===== config.mk =====
export PLATFORM = sky130hd
export DESIGN_NAME = srilc_top
export DESIGN_NICKNAME = d
export VERILOG_FILES = /design/src/inc/srilc_pkg.sv /design/src/hdl/srilc_top.sv
export SDC_FILE = /design/constraint.sdc
export NUM_CORES = 1
export LEC_CHECK = 0
export BUFFER_PORTS_ARGS = -buffer_cell sky130_fd_sc_hd__buf_2
export CORE_MARGIN = 3
export CORE_UTILIZATION = 50
export CTS_CLUSTER_SIZE = 14
export DETAILED_ROUTE_END_ITERATION = 6
export PLACE_DENSITY_LB_ADDON = 0.3
export SETUP_SLACK_MARGIN = 0.15
export SLEW_MARGIN = 30
export SYNTH_ARGS = -nofsm -noshare
export SYNTH_HDL_FRONTEND = slang
export SYNTH_SLANG_ARGS = --single-unit

===== constraint.sdc =====
create_clock -name clk -period 2.67 [get_ports clk]
set_input_delay 0.534 -clock clk [delete_from_list [all_inputs] [get_ports clk]]
set_output_delay 0.534 -clock clk [all_outputs]
set_load 0.02 [all_outputs]

===== src/inc/srilc_pkg.sv =====
// Package for the reset, interrupt and low-power sequencer
package srilc_pkg;
  localparam int SRILC_CLK_NS = 25;
  localparam int SRILC_PRE_W = 13;
  localparam logic [12:0] SRILC_PRE_RST = 13'h0000;
  localparam logic [12:0] SRILC_PRE_SVC_MASK = 13'h000F;
  localparam int SRILC_STARTUP_CYC = 4096;
  localparam int SRILC_RELEASE_CYC = 64;
  localparam int SRILC_PIN_DRIVE_CYC = 32;
  localparam int SRILC_STOP_REC_CYC = 4096;
  localparam int SRILC_CNT_W = 13;
  localparam int SRILC_NIRQ = 8;
  localparam logic [3:0] SRILC_OFF_BRK = 4'h0;
  localparam logic [3:0] SRILC_OFF_RSTC = 4'h1;
  localparam logic [3:0] SRILC_OFF_WDSVC = 4'h2;
  localparam int SRILC_BRK_BIT = 1;
  localparam int SRILC_F_LVI = 1;
  localparam int SRILC_F_MEN = 2;
  localparam int SRILC_F_BAD_FETCH_ADDRESS_FLAG = 3;
  localparam int SRILC_F_BAD_OPCODE_FLAG = 4;
  localparam int SRILC_F_WDOG = 5;
  localparam int SRILC_F_PIN = 6;
  localparam int SRILC_F_POR = 7;
  localparam logic [7:0] SRILC_RSTC_RST = 8'h80;
  localparam logic [7:0] SRILC_BRK_RST = 8'h00;
  localparam logic [3:0] SRILC_SWI_VEC = 4'hF;
  typedef enum logic [5:0] {
    SRILC_RUN = 6'h01,
    SRILC_RSTSEQ = 6'h02,
    SRILC_STACK = 6'h04,
    SRILC_WAIT = 6'h08,
    SRILC_STOP = 6'h10,
    SRILC_STOPREC = 6'h20
  } srilc_state_e;
endpackage


===== src/hdl/srilc_top.sv =====
// Reset, interrupt and low-power sequencer logic
`timescale 1ns/1ps
// How it works
// - Brownout sets flag, pin low 4096, reset 4096+64
// - Every internal reset drives pin low
// - 13-bit prescaler, falling reference edge, overflow
// - Pin reset keeps prescaler, free-running outside stop
// - Entry stacks registers and sets mask
// - Latched interrupt holds until serviced
// - Service after instruction, unmasked and enabled
// - Highest priority pending serviced first
// - Pending after return serviced before next
// - High index byte never stacked
// - Software trap ignores the mask
// - Resets equal priority, above interrupts
// - Wait stops core clock, clears mask
// - Wait keeps peripherals; interrupt/reset exits
// - Wake stacking starts one cycle later
// - Watchdog runs in wait when enabled
// - Stop clears prescaler, gates clocks, 4096
// - Interrupt, reset, break end stop
// - Break ends wait sets flag; write 0
// - Reset-cause flags, read clears all
// - Power-on sets only power-on flag
// - Bad address only on opcode fetch
// - Service write clears prescaler bits 12-4
module srilc_top
  import srilc_pkg::*;
(
  input wire logic clk,
  input wire logic resetn,
  input wire logic clk_en,
  input wire logic osc_reference_clock,
  input wire logic por_pulse,
  input wire logic brownout_req,
  input wire logic reset_pin_in,
  output logic reset_pin_out,
  output logic reset_pin_oe,
  input wire logic wdog_timeout,
  input wire logic bad_opcode,
  input wire logic opcode_fetch,
  input wire logic fetch_unimpl,
  input wire logic erased_vector,
  input wire logic watchdog_disable_bit,
  input wire logic [srilc_pkg::SRILC_NIRQ-1:0] irq_req,
  input wire logic [srilc_pkg::SRILC_NIRQ-1:0] irq_en,
  input wire logic insn_done,
  input wire logic software_trap_instruction,
  input wire logic interrupt_return_instruction,
  input wire logic wait_insn,
  input wire logic stop_insn,
  input wire logic break_req,
  input wire logic stack_done,
  input wire logic mask_bit,
  output logic mask_set,
  output logic mask_clear,
  output logic stack_start,
  output logic stack_high_index,
  output logic [3:0] irq_vector,
  output logic chip_reset_signal,
  output logic core_clock_en,
  output logic internal_bus_clocks,
  output logic core_clock_source,
  output logic wdog_clock,
  output logic wdog_run,
  input wire logic [3:0] reg_addr,
  input wire logic [7:0] reg_wdata,
  input wire logic reg_wr,
  input wire logic reg_rd,
  output logic [7:0] reg_rdata
);
  import srilc_pkg::*;

  // ==========================================================
  // Pin synchronisers and reference edge
  logic [1:0] pin_s_r, osc_s_r;
  logic [1:0] oe_q_r;
  logic osc_d_r;
  logic pin_low;
  logic osc_fall;
  always_ff @(posedge clk or negedge resetn)
  begin
    if (!resetn)
    begin
      pin_s_r <= 2'h3;
      oe_q_r <= 2'h3;
      osc_s_r <= 2'h0;
      osc_d_r <= 1'b0;
    end
    else if (clk_en)
    begin
      pin_s_r <= {pin_s_r[0], reset_pin_in};
      oe_q_r <= {oe_q_r[0], reset_pin_oe};
      osc_s_r <= {osc_s_r[0], osc_reference_clock};
      osc_d_r <= osc_s_r[1];
    end
  end
  // Own drive and its echo through the synchroniser are not an external reset
  assign pin_low = !pin_s_r[1] && !reset_pin_oe && !(|oe_q_r);
  assign osc_fall = osc_d_r && !osc_s_r[1];

  // ==========================================================
  // State machine
  srilc_state_e state_r, state_nxt;
  logic [SRILC_CNT_W-1:0] seq_cnt_r;
  logic long_seq_r;
  logic drive_r;
  logic int_rst;
  logic any_rst;
  logic [SRILC_NIRQ-1:0] pend;
  logic latched_r;
  logic [3:0] vec_r;
  logic seq_end;
  logic [SRILC_PRE_W-1:0] pre_r;
  logic pre_ovf;

  // Lowest index wins: index 0 is the highest priority source
  function automatic logic [3:0] prio_pick(input logic [SRILC_NIRQ-1:0] p);
    logic [3:0] v;
    v = 4'h0;
    for (int i = SRILC_NIRQ - 1; i >= 0; i--)
      if (p[i])
        v = 4'(i);
    return v;
  endfunction

  assign int_rst = por_pulse | brownout_req | wdog_timeout | bad_opcode
                 | (opcode_fetch & fetch_unimpl) | erased_vector;
  assign any_rst = int_rst | pin_low;
  assign pend = irq_req & irq_en;
  assign seq_end = osc_fall && (seq_cnt_r == (long_seq_r ?
                   SRILC_CNT_W'(SRILC_STARTUP_CYC + SRILC_RELEASE_CYC - 1) :
                   SRILC_CNT_W'(2 * SRILC_PIN_DRIVE_CYC - 1)));

  always_comb
  begin
    state_nxt = state_r;
    case (state_r)
      SRILC_RUN:
      begin
        if (insn_done && (software_trap_instruction || (!mask_bit && |pend)))
          state_nxt = SRILC_STACK;
        else if (insn_done && wait_insn)
          state_nxt = SRILC_WAIT;
        else if (insn_done && stop_insn)
          state_nxt = SRILC_STOP;
      end
      SRILC_STACK:
        if (stack_done)
          state_nxt = SRILC_RUN;
      SRILC_WAIT:
        if (|pend || break_req)
          state_nxt = SRILC_STACK;
      SRILC_STOP:
        if (|pend || break_req)
          state_nxt = SRILC_STOPREC;
      SRILC_STOPREC:
        if (pre_r == SRILC_PRE_W'(SRILC_STOP_REC_CYC - 1) && osc_fall)
          state_nxt = SRILC_STACK;
      SRILC_RSTSEQ:
        if (seq_end)
          state_nxt = SRILC_RUN;
      default:
        state_nxt = SRILC_RSTSEQ;
    endcase
    if (any_rst)
      state_nxt = SRILC_RSTSEQ;
  end

  always_ff @(posedge clk or negedge resetn)
  begin
    if (!resetn)
      state_r <= SRILC_RSTSEQ;
    else if (clk_en)
      state_r <= state_nxt;
  end

  // ==========================================================
  // Reset sequence timing
  always_ff @(posedge clk or negedge resetn)
  begin
    if (!resetn)
    begin
      seq_cnt_r <= '0;
      long_seq_r <= 1'b1;
      drive_r <= 1'b1;
    end
    else if (clk_en)
    begin
      if (int_rst)
      begin
        seq_cnt_r <= '0;
        long_seq_r <= por_pulse | brownout_req;
        drive_r <= 1'b1;
      end
      else if (pin_low)
      begin
        seq_cnt_r <= '0;
        long_seq_r <= 1'b0;
        drive_r <= 1'b0;
      end
      else if (state_r == SRILC_RSTSEQ && osc_fall)
        seq_cnt_r <= seq_cnt_r + 1'b1;
    end
  end

  // Pin is driven while an internal reset source is active or an internal sequence is in its drive phase
  always_comb
  begin
    reset_pin_out = 1'b0;
    reset_pin_oe = 1'b0;
    if (state_r == SRILC_RSTSEQ && drive_r && long_seq_r)
      reset_pin_oe = seq_cnt_r < SRILC_CNT_W'(SRILC_STARTUP_CYC);
    else if (state_r == SRILC_RSTSEQ && drive_r)
      reset_pin_oe = seq_cnt_r < SRILC_CNT_W'(SRILC_PIN_DRIVE_CYC);
    if (int_rst)
      reset_pin_oe = 1'b1;
  end

  assign chip_reset_signal = state_r == SRILC_RSTSEQ;
  assign core_clock_en = state_r != SRILC_WAIT && state_r != SRILC_STOP
                      && state_r != SRILC_STOPREC && !chip_reset_signal;
  assign internal_bus_clocks = state_r != SRILC_STOP && state_r != SRILC_STOPREC
                            && !(chip_reset_signal && long_seq_r
                            && seq_cnt_r < SRILC_CNT_W'(SRILC_STARTUP_CYC));
  assign core_clock_source = state_r != SRILC_STOP;

  // ==========================================================
  // Prescaler
  logic svc_wr;
  assign svc_wr = reg_wr && reg_addr == SRILC_OFF_WDSVC;
  assign pre_ovf = osc_fall && (&pre_r);
  always_ff @(posedge clk or negedge resetn)
  begin
    if (!resetn)
      pre_r <= SRILC_PRE_RST;
    else if (clk_en)
    begin
      if (state_r == SRILC_STOP)
        pre_r <= SRILC_PRE_RST;
      else if (int_rst && !(state_r == SRILC_RSTSEQ))
        pre_r <= SRILC_PRE_RST;
      else if (svc_wr)
        pre_r <= pre_r & SRILC_PRE_SVC_MASK;
      else if (osc_fall)
        pre_r <= pre_r + 1'b1;
    end
  end

  // Overflow pulse drives the watchdog, also in wait
  always_ff @(posedge clk or negedge resetn)
  begin
    if (!resetn)
      wdog_clock <= 1'b0;
    else if (clk_en)
      wdog_clock <= pre_ovf && !watchdog_disable_bit;
  end
  assign wdog_run = !watchdog_disable_bit && state_r != SRILC_STOP;

  // ==========================================================
  // Interrupt latch and arbitration
  logic entering;
  assign entering = state_r != SRILC_STACK && state_nxt == SRILC_STACK;
  always_ff @(posedge clk or negedge resetn)
  begin
    if (!resetn)
    begin
      latched_r <= 1'b0;
      vec_r <= 4'h0;
    end
    else if (clk_en)
    begin
      if (any_rst)
        latched_r <= 1'b0;
      else if (entering && !latched_r)
      begin
        latched_r <= 1'b1;
        vec_r <= (state_r == SRILC_RUN && software_trap_instruction) ?
                 SRILC_SWI_VEC : prio_pick(pend);
      end
      else if (stack_done || (latched_r && !mask_bit && state_r == SRILC_RUN))
        latched_r <= 1'b0;
    end
  end
  assign irq_vector = vec_r;

  // Stacking pulse comes the cycle after entry is decided, also after wait
  always_ff @(posedge clk or negedge resetn)
  begin
    if (!resetn)
      stack_start <= 1'b0;
    else if (clk_en)
      stack_start <= entering && !any_rst;
  end
  assign mask_set = stack_done;
  assign mask_clear = state_r == SRILC_RUN && insn_done && wait_insn;
  assign stack_high_index = 1'b0;
  // A return leaves RUN with insn_done; pending work re-enters STACK directly
  logic unused_rti;
  assign unused_rti = interrupt_return_instruction;

  // ==========================================================
  // Registers
  logic [7:0] rstc_r, brk_r;
  logic rd_rstc;
  assign rd_rstc = reg_rd && reg_addr == SRILC_OFF_RSTC;
  always_ff @(posedge clk or negedge resetn)
  begin
    if (!resetn)
      rstc_r <= SRILC_RSTC_RST;
    else if (clk_en)
    begin
      if (por_pulse)
        rstc_r <= SRILC_RSTC_RST;
      else if (any_rst)
      begin
        rstc_r <= rd_rstc ? 8'h00 : rstc_r;
        if (brownout_req)
          rstc_r[SRILC_F_LVI] <= 1'b1;
        if (erased_vector)
          rstc_r[SRILC_F_MEN] <= 1'b1;
        if (opcode_fetch && fetch_unimpl)
          rstc_r[SRILC_F_BAD_FETCH_ADDRESS_FLAG] <= 1'b1;
        if (bad_opcode)
          rstc_r[SRILC_F_BAD_OPCODE_FLAG] <= 1'b1;
        if (wdog_timeout)
          rstc_r[SRILC_F_WDOG] <= 1'b1;
        if (pin_low && !brownout_req)
          rstc_r[SRILC_F_PIN] <= 1'b1;
      end
      else if (rd_rstc)
        rstc_r <= 8'h00;
    end
  end

  always_ff @(posedge clk or negedge resetn)
  begin
    if (!resetn)
      brk_r <= SRILC_BRK_RST;
    else if (clk_en)
    begin
      if (any_rst)
        brk_r <= SRILC_BRK_RST;
      else if (state_r == SRILC_WAIT && break_req)
        brk_r[SRILC_BRK_BIT] <= 1'b1;
      else if (reg_wr && reg_addr == SRILC_OFF_BRK && !reg_wdata[SRILC_BRK_BIT])
        brk_r[SRILC_BRK_BIT] <= 1'b0;
    end
  end

  always_ff @(posedge clk or negedge resetn)
  begin
    if (!resetn)
      reg_rdata <= 8'h00;
    else if (clk_en)
    begin
      reg_rdata <= 8'h00;
      if (reg_rd && reg_addr == SRILC_OFF_BRK)
        reg_rdata <= brk_r;
      else if (rd_rstc)
        reg_rdata <= rstc_r;
    end
  end
endmodule


== Yosys cells after proc, flatten, opt, wreduce, memory -nomap -nowiden ==
Cells that the tools add are included.
Word-level totals
  bits in read-only memories: 0
  word-level logic and storage cells: 167
  bits of input ports: 51
  output and inout bits: 24
  flip-flop bits (word level): 65
  latch bits: 0
  memories kept: 0
  RAM bits: 0
Cells by class
  eq/ne operators: 16
  shift operators: 0
  $lt $le $gt $ge: 2
  reduce and logical (&&, ||, !) cells: 71
  bitwise operators: 9
  mux-type cells: 50
  $mul: 0
  divide/modulo/power cells: 0
  add/subtract/negate cells: 2
Operator list (number)
  13-bit two-way mux: 8
  6-bit two-way mux: 9
  1-bit logical AND: 39
  6-bit one-hot mux with 6 select lines: 1
  4-bit two-way mux: 8
  8-bit two-way mux: 4
  13-bit by 1-bit adder with 13-bit output, second input constant: 2
  1-bit two-way mux: 18
  13-bit by 12-bit == test with 1-bit output, second input constant: 1
  13-bit == test: 1
  13-bit < comparator, second input constant: 1
  13-bit by 6-bit < comparator with 1-bit output, second input constant: 1
  13-bit AND reduction: 1
  6-bit by 3-bit == test with 1-bit output, second input constant: 2
  1-bit logical NOT: 12
  3-bit nonzero test: 4
  2-bit AND reduction: 5
  8-bit bitwise AND: 1
  8-bit OR reduction: 1
  7-bit two-way mux: 1
  6-bit by 1-bit == test with 1-bit output, second input constant: 1
  6-bit by 2-bit == test with 1-bit output, second input constant: 1
  6-bit by 4-bit == test with 1-bit output, second input constant: 1
  6-bit by 5-bit == test with 1-bit output, second input constant: 1
  other kinds (18): 26

== Logic depth before layout (Yosys ltp) ==
Gate-level depths: netlist (run 1).
  word-level depth: 16
  depth in mapped cells: 8
  mapped depth without buffers: 7

== Least setup slack after synthesis (run 1) ==
Ideal clock, no wire load.
  kind: in2reg
  start: input port por_pulse
  end: register vec_r[3], in the netlist irq_vector[3]
  arrival: 2.413 ns
  path slack: 0.132 ns
  data required time: 2.545 ns
  buffers on the path: 1
  stages: 7
  setup time: 0.125 ns
  cell sequence: clkbuf_1 > nor3_1 > nand2_1 > o22ai_2 > or3b_1 > nor4_4 > mux2_4
Between the ends
  cells in the longest elaborated chain, start to end: 15
  elaborated cells between the ends (all ways): 16
  classes of those cells: 1 x eq/ne; 2 x mux; 7 x bitwise; 6 x reduce/logical
RTL lines
  from (decl): line srilc_top.sv:34  | input wire logic por_pulse,
  1-bit bitwise OR (*) (3 in a row): line srilc_top.sv:127  | assign int_rst = por_pulse | brownout_req | wdog_timeout | bad_opcode
  1-bit bitwise OR (*) (2 in a row): line srilc_top.sv:128  | | (opcode_fetch & fetch_unimpl) | erased_vector;
  1-bit two-way mux: line srilc_top.sv:216  | if (int_rst)
  1-bit logical NOT: line srilc_top.sv:99  | assign pin_low = !pin_s_r[1] && !reset_pin_oe && !(|oe_q_r);
  1-bit logical AND (2 in a row): line srilc_top.sv:99
  1-bit bitwise OR (*): line srilc_top.sv:129  | assign any_rst = int_rst | pin_low;
  6-bit two-way mux: line srilc_top.sv:166  | if (any_rst)
  6-bit by 3-bit == test with 1-bit output: line srilc_top.sv:263  | assign entering = state_r != SRILC_STACK && state_nxt == SRILC_STACK;
  1-bit logical AND: line srilc_top.sv:263
  1-bit logical AND: line srilc_top.sv:275  | else if (entering && !latched_r)
  3-bit AND reduction (no line) (*)
  to (signal assigned): line srilc_top.sv:278  | vec_r <= (state_r == SRILC_RUN && software_trap_instruction) ?
  to (decl): line srilc_top.sv:112  | logic [3:0] vec_r;
Every way passes the cells marked *; elsewhere a longest branch is shown, timed or not.
A chain may end at the register's enable or synchronous reset.

== Final worst setup path (run 1) ==
  start: register state_r[1]
  end: register vec_r[0], in the netlist irq_vector[0]
Between the ends
  cells in the longest elaborated chain, start to end: 14
  elaborated cells between the ends (all ways): 33
  classes of those cells: 8 x eq/ne; 14 x mux; 2 x bitwise; 9 x reduce/logical
RTL lines
  from (decl): line srilc_top.sv:104  | srilc_state_e state_r, state_nxt;
  from (signal assigned): line srilc_top.sv:175  | state_r <= state_nxt;
  6-bit by 2-bit == test with 1-bit output: line srilc_top.sv:138, srilc_top.sv:212, srilc_top.sv:214
  1-bit logical AND: line srilc_top.sv:212, srilc_top.sv:214
  1-bit two-way mux or 1-bit logical AND (tied branches): line srilc_top.sv:214, srilc_top.sv:212
  1-bit two-way mux: line srilc_top.sv:212  | if (state_r == SRILC_RSTSEQ && drive_r && long_seq_r)
  1-bit two-way mux: line srilc_top.sv:216
  1-bit logical NOT: line srilc_top.sv:99
  1-bit logical AND (2 in a row): line srilc_top.sv:99
  1-bit bitwise OR: line srilc_top.sv:129
  6-bit two-way mux: line srilc_top.sv:166
  6-bit by 3-bit == test with 1-bit output: line srilc_top.sv:263
  1-bit logical AND: line srilc_top.sv:263
  1-bit logical AND: line srilc_top.sv:275
  3-bit AND reduction (no line)
Several ways; a longest one is shown, not always the timed one.

==> results of run 1 <==
## cells in the final DEF, fill, tap and decap left out, types with 5 or more instances in the layout
| cell | synthesis | layout |
|---|---|---|
| o21ai_0 | 21 | 20 |
| a21oi_1 | 11 | 10 |
| o22ai_1 | 8 | 8 |
| nand2_1 | 45 | 45 |
| a211oi_1 | 5 | 5 |
| xor2_1 | 13 | 13 |
| inv_1 | 18 | 18 |
| mux2_2 | 6 | 6 |
| clkbuf_8 | 0 | 10 |
| nor3_1 | 11 | 11 |
| buf_2 | 2 | 62 |
| a22oi_1 | 9 | 9 |
| nor2_1 | 49 | 46 |
| dfrtp_1 | 56 | 55 |
| nand3_1 | 11 | 11 |
| o2bb2ai_1 | 12 | 12 |
| nand4_1 | 12 | 12 |
| buf_4 | 3 | 27 |
| xnor2_1 | 7 | 7 |
| dfstp_2 | 8 | 8 |
| nor2b_1 | 6 | 6 |
## where the power goes
| group | switching (W) | internal, W | total (W) |
|---|---|---|---|
| registers | 0.0000581 | 0.00103 | 0.00109 |
| clock network | 0.000410 | 0.000649 | 0.00106 |
| logic | 0.000159 | 0.000120 | 0.000279 |
## cell type report
cell class	count	share of cell area, %
multi-input cells	296	42.5
inverters	19	1.59
clock inverters	6	2.54
flip-flops and latches	64	36.0
well taps	96	2.68
repair buffers	90	11.7
clock buffers	10	3.07
## per-stage QoR
step	instance area, um2	setup WS [ns]	hold slack [ns]
floorplan	3640	0.207	0.238
CTS	4410	0.162	0.107
detailed placement	4130	0.0103	0.466
finish	4490	0.193	0.110
global placement	4120	0.0734	0.454
global route	4490	0.0520	0.121
## state kept, by name, summed over array words and instances, names as in the netlist
signal       count
brk_r            1
osc_s_r          2
wdog_clock       1
pin_s_r          2
osc_d_r          1
irq_vector       4
long_seq_r       1
stack_start      1
drive_r          1
pre_r           13
seq_cnt_r       13
oe_q_r           2
reg_rdata        8
rstc_r           7
latched_r        1
state_r          6
## layer usage
layer	global-route usage [%]	vias to the layer above
li1	-	1601
met1	29.8	1632
met2	36.7	87
met3	4.47	22
met4	9.92	0
met5	0	-
## cells by family after synthesis
| group | Yosys count |
|---|---|
| AO/OA/AOI/OAI | 95 |
| XOR/XNOR | 20 |
| adder cells (fa/ha/maj) | 2 |
| buffers and inverters | 38 |
| flip-flops | 64 |
| multiplexers | 10 |
| other | 1 |
| AND/OR/NAND/NOR | 167 |
## repair_timing
| item | CTS | global route |
|---|---|---|
| setup endpoints to repair | 7 | 6 |
| resized for setup | 5 | 10 |
| pin swaps | 2 | 5 |
| setup buffers | 2 | 5 |
| hold endpoints to repair | 0 | 0 |
## worst paths after layout
kind / slack (ns) / endpoint / start / cells after the start
setup reg to reg: 0.19 / irq_vector[0] / state_r[1] / 7
min in group clk: 0.42 / pin_s_r[0] / reset_pin_in / 2
hold reg to reg: 0.47 / rstc_r[7] / rstc_r[7] / 2
hold / removal: 0.11 / state_r[3] / resetn / 1
max in group asynchronous: 1.81 / state_r[1] / resetn / 2
setup / recovery: 0.19 / irq_vector[0] / state_r[1] / 7
==> results.py, run 1 <==
metrics = {
    "run_status": {
        "status": "finished clean",
    },
    "worst_setup_path": {
        "path_max_fanout": 4,
        "endpoint_kind": "register",
        "worst_ep_arrival_time_ns": 2.75,
        "slowest_stage": "dfstp_2",
        "cp_cell_sequence": "nor4bb_4 -> nand4_1 -> o22ai_4 -> or3b_4 -> nor4_4 -> buf_4 -> mux2i_1",
        "cp_num_buf_inv": 1,
        "critPathKind": "reg2reg",
        "cp_top_family": "simple AND/OR/NAND/NOR gates",
        "cp.required_ns": 2.94,
        "cpPeakStageDelay_ns": 0.54,
        "worstSetupStartpointType": "register",
    },
    "final_layout": {
        "n_fill_cell": 599,
        "instances_no_fill": 581,
        "final_util_pct": 64.9,
        "area_growth_pct": 23.4,
        "drive_above_1_share_pct": 28.7,
        "antenna_cells": 0,
        "multi_input_area_um2": 1910,
        "seqCellArea_um2": 1610,
        "nets": 533,
    },
    "logic_synthesis": {
        "syn_area_um2": 3640,
        "ys_types": 60,
        "synth_common_cells": "dfrtp_1 (56), nor2_1 (49), nand2_1 (45)",
        "synthFlopType": "dfrtp_1",
        "yosysSeqAreaShare_pct": 44.3,
        "ys_warn_count": 0,
        "synth-edff-count": 0,
        "synth-seq-cells": 64,
        "synth_cells": 397,
        "synth_xor_area_share_pct": 4.82,
        "synth_fa_ha_area_share_pct": 0.688,
        "synthArstFlopShare_pct": 100,
        "avgSynthCellArea_um2": 9.16,
        "synthMuxAreaShare_pct": 3.10,
        "yosysTopAreaCellShare_pct": 38.5,
        "synthSimpleGateAreaFrac_pct": 23.8,
        "synth_most_common_cell": "dfrtp_1",
        "yosys-top-cells-area": "dfrtp_1 (39%), dfstp_2 (5.8%), nor2_1 (5.1%)",
        "synth_top_area_cell": "dfrtp_1",
        "synth_top_family_by_area": "simple AND/OR/NAND/NOR gates",
        "synth-compound-area-share_pct": 18.5,
    },
    "drt": {
        "via_per_inst": 5.75,
        "topRoutingLayerUsed": "met4",
        "wl_met1_um": 4020,
        "wl_met2_um": 4510,
        "wl_um": 9190,
        "drtAntennaViolNets": 0,
        "num_vias": 3342,
        "wl_per_cell_um": 15.8,
        "dr_wl_met3_um": 443,
        "drt_iter0_drc": 166,
        "drc": 0,
        "first_pass_iters": 4,
    },
    "timing": {
        "layout_min_cycle_time_ns": 2.48,
        "maxSlewHeadroom_pct": 54.6,
        "hold_viol_final": 0,
        "grt_setup_unrepaired": "true",
        "slew_viol_final": 0,
        "worst_clock_skew_ns": 0.00936,
        "post-route-period-util_pct": 92.8,
        "totalNegativeSetupSlack_ns": 0,
        "worst_slew_pin_slew_ns": 0.681,
        "setup_viol": 0,
        "clock.fmax_mhz": 404,
    },
    "power_and_ir_drop": {
        "powerDensity_nw_per_um2": 541,
        "p_leak_nw": 2.04,
        "vdd_ir_drop_max_mv": 0.345,
        "power_w": 0.00243,
    },
    "floorplanning": {
        "initial_core_util_pct": 52.6,
        "core_area_um2": 6910,
        "dieArea_um2": 8330,
        "die_y_um": 91.3,
        "io_pins": 75,
        "die_x_um": 91.3,
        "rows": 30,
    },
    "grt": {
        "grt_max_degree": 26,
        "grt.overflow.total": 0,
        "antenna_found_initial": 0,
        "grt_pass1_wl_um": 15500,
        "first_global_vias": 3359,
        "grt_use_total_pct": 22.8,
    },
    "clocking": {
        "cts_root_buf": "clkbuf_8",
        "cts_buffers": 9,
        "clock_latency_ns": 0.35,
        "clock_sinks": 64,
        "ctsHtreeMaxLevel": 3,
        "cts_hold_buf": 0,
        "clk_pin_slew_worst_paths_ns": 0.08,
        "cts_tree": "yes",
        "cts_buffer_depth": 2,
    },
    "job": {
        "maxCapViolCount": 0,
    },
    "placement": {
        "post-dp-hpwl_um": 6560,
        "place_inst": 558,
        "gp_congestion": 0.891,
        "port_buffers": 64,
    },
    "worst_hold_path": {
        "hp-class": "in2async",
    },
}
No activity file was read; power rests on OpenSTA's default activity.
==> run 2: changes to the inputs <==
Settings changed: CORE_MARGIN 3 to default, CTS_BUF_LIST from default to sky130_fd_sc_hd__clkbuf_4 sky130_fd_sc_hd__clkbuf_8.
==> run 2 against run 1 <==
Worst hold slack improved by 0.085 ns. Sequential cell count unchanged. Largest power group unchanged. Register-to-register slack better by 0.02 ns. Critical path type is now reg2out. Combinational power is 1% higher. Highest routed layer unchanged. Critical path depth down 2. Core utilization is 0.58 points lower. Clock power is 25% lower. Cell count grew 0.34%.
==> results.py, run 2 (synthesized netlist as in run 1, its figures left out) <==
metrics = {
    "timing": {
        "fin_hold_ws_ns": 0.196,
        "layout_min_cycle_time_ns": 2.47,
        "slew_viol_final": 0,
        "worst_slew_pin_slew_ns": 0.643,
        "totalNegativeSetupSlack_ns": 0,
        "setup_viol": 0,
        "maxSlewHeadroom_pct": 57.1,
        "grt_setup_unrepaired": "true",
        "post-route-period-util_pct": 92.7,
        "worst_clock_skew_ns": 0.0102,
        "hold_viol_final": 0,
        "clock.fmax_mhz": 404,
    },
    "clocking": {
        "cts_buffer_depth": 2,
        "cts_buffers": 9,
        "cts_hold_buf": 0,
        "cts_tree": "yes",
        "cts_root_buf": "clkbuf_8",
        "clock_sinks": 64,
        "ctsHtreeMaxLevel": 3,
        "clock_latency_ns": 0.34,
        "clk_pin_slew_worst_paths_ns": 0.07,
    },
    "drt": {
        "num_vias": 3316,
        "via_per_inst": 5.69,
        "wl_per_cell_um": 15.1,
        "drc": 0,
        "drt_iter0_drc": 169,
        "first_pass_iters": 4,
        "drtAntennaViolNets": 0,
        "wl_um": 8810,
    },
    "floorplanning": {
        "die_x_um": 87.3,
        "dieArea_um2": 7620,
        "io_pins": 75,
        "core_area_um2": 6910,
        "rows": 30,
        "initial_core_util_pct": 52.6,
        "die_y_um": 87.3,
    },
    "grt": {
        "grt_use_met1_pct": 31.2,
        "grt.overflow.total": 0,
        "grt_max_degree": 40,
        "gr-max-usage-layer": "met2",
        "grt_pass1_wl_um": 14900,
        "first_global_vias": 3199,
        "grt_util_met3_pct": 7.39,
        "grt_use_met2_pct": 43.1,
        "antenna_found_initial": 0,
        "grt_use_total_pct": 25.4,
    },
    "placement": {
        "post-dp-hpwl_um": 6400,
        "gp_congestion": 0.895,
        "port_buffers": 64,
        "place_inst": 557,
    },
    "final_layout": {
        "instances_no_fill": 583,
        "reg.largest.list": "pre_r (13), seq_cnt_r (13), reg_rdata (8)",
        "mostFrequentLayoutCells": "buf_2 (63), dfrtp_1 (55), nor2_1 (47)",
        "nets": 535,
        "area_growth_pct": 22.3,
        "n_fill_cell": 584,
        "final_common_cell": "buf_2",
        "antenna_cells": 0,
        "drive_above_1_share_pct": 28.7,
        "multi_input_area_um2": 1900,
        "seqCellArea_um2": 1610,
        "final_util_pct": 64.4,
    },
    "power_and_ir_drop": {
        "p_leak_nw": 2.03,
        "power_w": 0.00217,
        "vdd_ir_drop_max_mv": 0.322,
        "powerDensity_nw_per_um2": 489,
    },
    "worst_setup_path": {
        "worst_ep_arrival_time_ns": 1.94,
        "cp-endpoint": "internal_bus_clocks",
        "rr_endpoint": "irq_vector[1]",
        "cp.required_ns": 2.14,
        "endpoint_kind": "output port",
        "path_max_fanout": 4,
        "reg2reg_slack_ns": 0.21,
        "worstSetupStartpointType": "register",
        "reg2reg_from": "state_r[2]",
        "startpoint": "state_r[5]",
        "worst_r2r_path_depth": 7,
        "critPathKind": "reg2out",
    },
    "worst_hold_path": {
        "hp-class": "in2async",
    },
    "run_status": {
        "status": "finished clean",
    },
    "job": {
        "maxCapViolCount": 0,
    },
}
==> run 2: final cells by class <==
cell class	count	share of cell area [%]
repair buffers	92	12.3
clock buffers	14	4.05
flip-flops and latches	64	36.3
multi-input cells	296	42.8
inverters	19	1.60
well taps	96	2.70
clock inverters	2	0.281
==> run 2: layer usage <==
layer,part of all wire [%],routed length (um),up-vias
met5,0,0,-
met4,1.2,102,0
met3,4.2,374,11
met2,50,4430,92
met1,44,3900,1614
li1,-,-,1599
==> run 2: critical path: stages, from the launching register on <==
cell	delay, ns
dfrtp_2	0.44
or4_4	0.57
or2_4	0.28
nor2_4	0.09
a21oi_2	0.07
buf_4	0.16
==> run 2: stage by stage <==
| step | cell area [um2] | setup slack [ns] |
|---|---|---|
| 6_report | 4450 | 0.196 |
| 5_1_grt | 4450 | 0.117 |
| 4_1_cts | 4340 | 0.155 |
| 3_5_place_dp | 4130 | 0.0379 |
| 3_3_place_gp | 4130 | 0.0993 |
| 2_1_floorplan | 3640 | 0.207 |
==> run 2: worst min path at each step <==
stage	end	depth (start not counted)
after floorplan	brk_r[1]	0
after global placement	drive_r	2
after detailed placement	drive_r	2
after CTS	state_r[4]	1
after global routing	state_r[2]	1
final	state_r[4]	1
==> run 2: repair_timing <==
action	4_1_cts	5_1_grt
resized for setup	1	10
setup buffers	3	7
pin swaps	1	4
cloned	0	0
setup endpoints to repair	7	6
==> run 2: power by group <==
group	switching, W	internal (W)
Sequential	0.0000599	0.00103
Combinational	0.000160	0.000123
Clock	0.000364	0.000433
==> run 3: changes to the inputs <==
Clock period 2.67 ns to 2.6 ns, I/O delays scaled along.
==> run 3 against run 2 <==
Register-to-register slack about the same. Die area unchanged. Cell count down 0.86%. Non-clock buffer count down 5. Clock skew rose by 0.0037 ns. Wire length is 0.60% lower. Core utilization fell by 0.42 points. Worst hold slack worse by 0.041 ns. Design area is 0.65% lower. Count of clock-buffer cells in the layout down 4. Critical endpoint unchanged. Largest cell class unchanged.
==> results.py, run 3 (synthesized netlist as in run 1, its figures left out) <==
metrics = {
    "grt": {
        "first_global_vias": 3333,
        "grt_max_degree": 65,
        "grt_use_total_pct": 25.7,
        "grt.overflow.total": 0,
        "grt_pass1_wl_um": 15200,
        "antenna_found_initial": 0,
    },
    "drt": {
        "dr_wl_met3_um": 374,
        "first_pass_iters": 4,
        "drt_iter0_drc": 181,
        "wl_met1_um": 3950,
        "topRoutingLayerUsed": "met4",
        "wl_per_cell_um": 15.1,
        "wl_met2_um": 4360,
        "num_vias": 3314,
        "drc": 0,
        "wl_um": 8760,
        "via_per_inst": 5.73,
        "drtAntennaViolNets": 0,
    },
    "floorplanning": {
        "core_area_um2": 6910,
        "dieArea_um2": 7620,
        "io_pins": 75,
        "die_x_um": 87.3,
        "die_y_um": 87.3,
        "initial_core_util_pct": 52.6,
        "rows": 30,
    },
    "timing": {
        "layout_min_cycle_time_ns": 2.47,
        "post-route-period-util_pct": 95.1,
        "worst_slew_pin_slew_ns": 0.621,
        "setup_viol": 0,
        "worst_clock_skew_ns": 0.0139,
        "slew_viol_final": 0,
        "clock.fmax_mhz": 405,
        "maxSlewHeadroom_pct": 58.6,
        "fin_ws_ns": 0.128,
        "hold_viol_final": 0,
        "grt_setup_unrepaired": "true",
        "totalNegativeSetupSlack_ns": 0,
        "fin_hold_ws_ns": 0.155,
    },
    "final_layout": {
        "antenna_cells": 0,
        "reg.largest.list": "pre_r (13), seq_cnt_r (13), reg_rdata (8)",
        "area_growth_pct": 21.5,
        "seqCellArea_um2": 1610,
        "final_common_cell": "buf_2",
        "nets": 530,
        "n_fill_cell": 621,
        "drive_above_1_share_pct": 28.4,
        "mostFrequentLayoutCells": "buf_2 (63), dfrtp_1 (56), nor2_1 (47)",
        "multi_input_area_um2": 1900,
    },
    "job": {
        "maxCapViolCount": 0,
    },
    "power_and_ir_drop": {
        "powerDensity_nw_per_um2": 523,
        "vdd_ir_drop_max_mv": 0.348,
        "p_leak_nw": 2.00,
    },
    "placement": {
        "dp_slack_ns": 0.00946,
        "gp_congestion": 0.855,
        "post-dp-hpwl_um": 6240,
        "port_buffers": 64,
    },
    "clocking": {
        "ctsHtreeMaxLevel": 3,
        "cts_tree": "yes",
        "cts_buffer_depth": 2,
        "cts_root_buf": "clkbuf_8",
        "clk_pin_slew_worst_paths_ns": 0.08,
        "clock_latency_ns": 0.34,
        "cts_hold_buf": 0,
        "clock_sinks": 64,
        "cts_buffers": 9,
    },
    "worst_setup_path": {
        "startpoint": "state_r[2]",
        "reg2reg_from": "state_r[2]",
        "endpoint_kind": "output port",
        "worst_ep_arrival_time_ns": 1.95,
        "critPathKind": "reg2out",
        "reg2reg_slack_ns": 0.20,
        "worstSetupStartpointType": "register",
        "rr_endpoint": "irq_vector[2]",
        "cp.required_ns": 2.08,
        "worst_r2r_path_depth": 7,
        "path_max_fanout": 5,
        "cp-endpoint": "internal_bus_clocks",
    },
    "worst_hold_path": {
        "hp-class": "in2async",
    },
    "run_status": {
        "status": "finished clean",
    },
}
[run 3: changes by cell type in the layout (fill, tap and decap cells not counted), sizes merged]
cell and delta:
buf -5, clkbuf -4, bufinv +1, clkinv +1
clkinvlp +1, inv +1
[run 3: repair_timing]
item                                   in CTS  in global routing
endpoints found under the hold margin       0                  0
setup endpoints to repair                   6                  6
resized for setup                           5                  8
buffers inserted                            1                  2
pin swaps                                   3                  3
[run 3: worst min-delay path by stage]
| stage | to | slack, ns | cells past startpoint |
|---|---|---|---|
| final | state_r[4] | 0.15 | 2 |
| after global placement | drive_r | 0.45 | 2 |
| after floorplan | brk_r[1] | 0.22 | 0 |
| after detailed placement | drive_r | 0.46 | 2 |
| after global routing | state_r[3] | 0.20 | 2 |
| after CTS | state_r[4] | 0.19 | 2 |
[run 3: per-stage QoR]
step	total power, W	cells	instance area [um2]	utilization, %
3_3_place_gp	0.00141	559	4140	60.0
3_5_place_dp	0.00143	559	4140	60.0
4_1_cts	0.00232	576	4380	63.4
6_report	0.00231	578	4420	63.9
5_1_grt	0.00241	578	4420	63.9
2_1_floorplan	0.00130	398	3640	-
[run 3: power breakdown]
| group | internal [W] | switching (W) | total [W] |
|---|---|---|---|
| Combinational | 0.000133 | 0.000174 | 0.000308 |
| Sequential | 0.00106 | 0.0000594 | 0.00112 |
| Clock | 0.000472 | 0.000412 | 0.000883 |
[run 3: worst max-delay path, stage by stage, from the launching register on]
cell and delay (ns):
dfrtp_1 0.42, or4_4 0.55, or2_4 0.29, nor2_4 0.10
a21oi_2 0.07, buf_4 0.16
[run 3: metal layers]
layer,GRT usage [%],vias up
li1,-,1592
met1,32.4,1623
met2,43.5,93
met3,6.16,6
met4,8.64,0
met5,0,-
[run 3: layout make-up]
cell class | count | area share, %
Multi-Input combinational cell | 296 | 43.0
Clock inverter | 6 | 1.53
Sequential cell | 64 | 36.5
Inverter | 19 | 1.61
Tap cell | 96 | 2.72
Clock buffer | 10 | 3.12
Timing Repair Buffer | 87 | 11.5
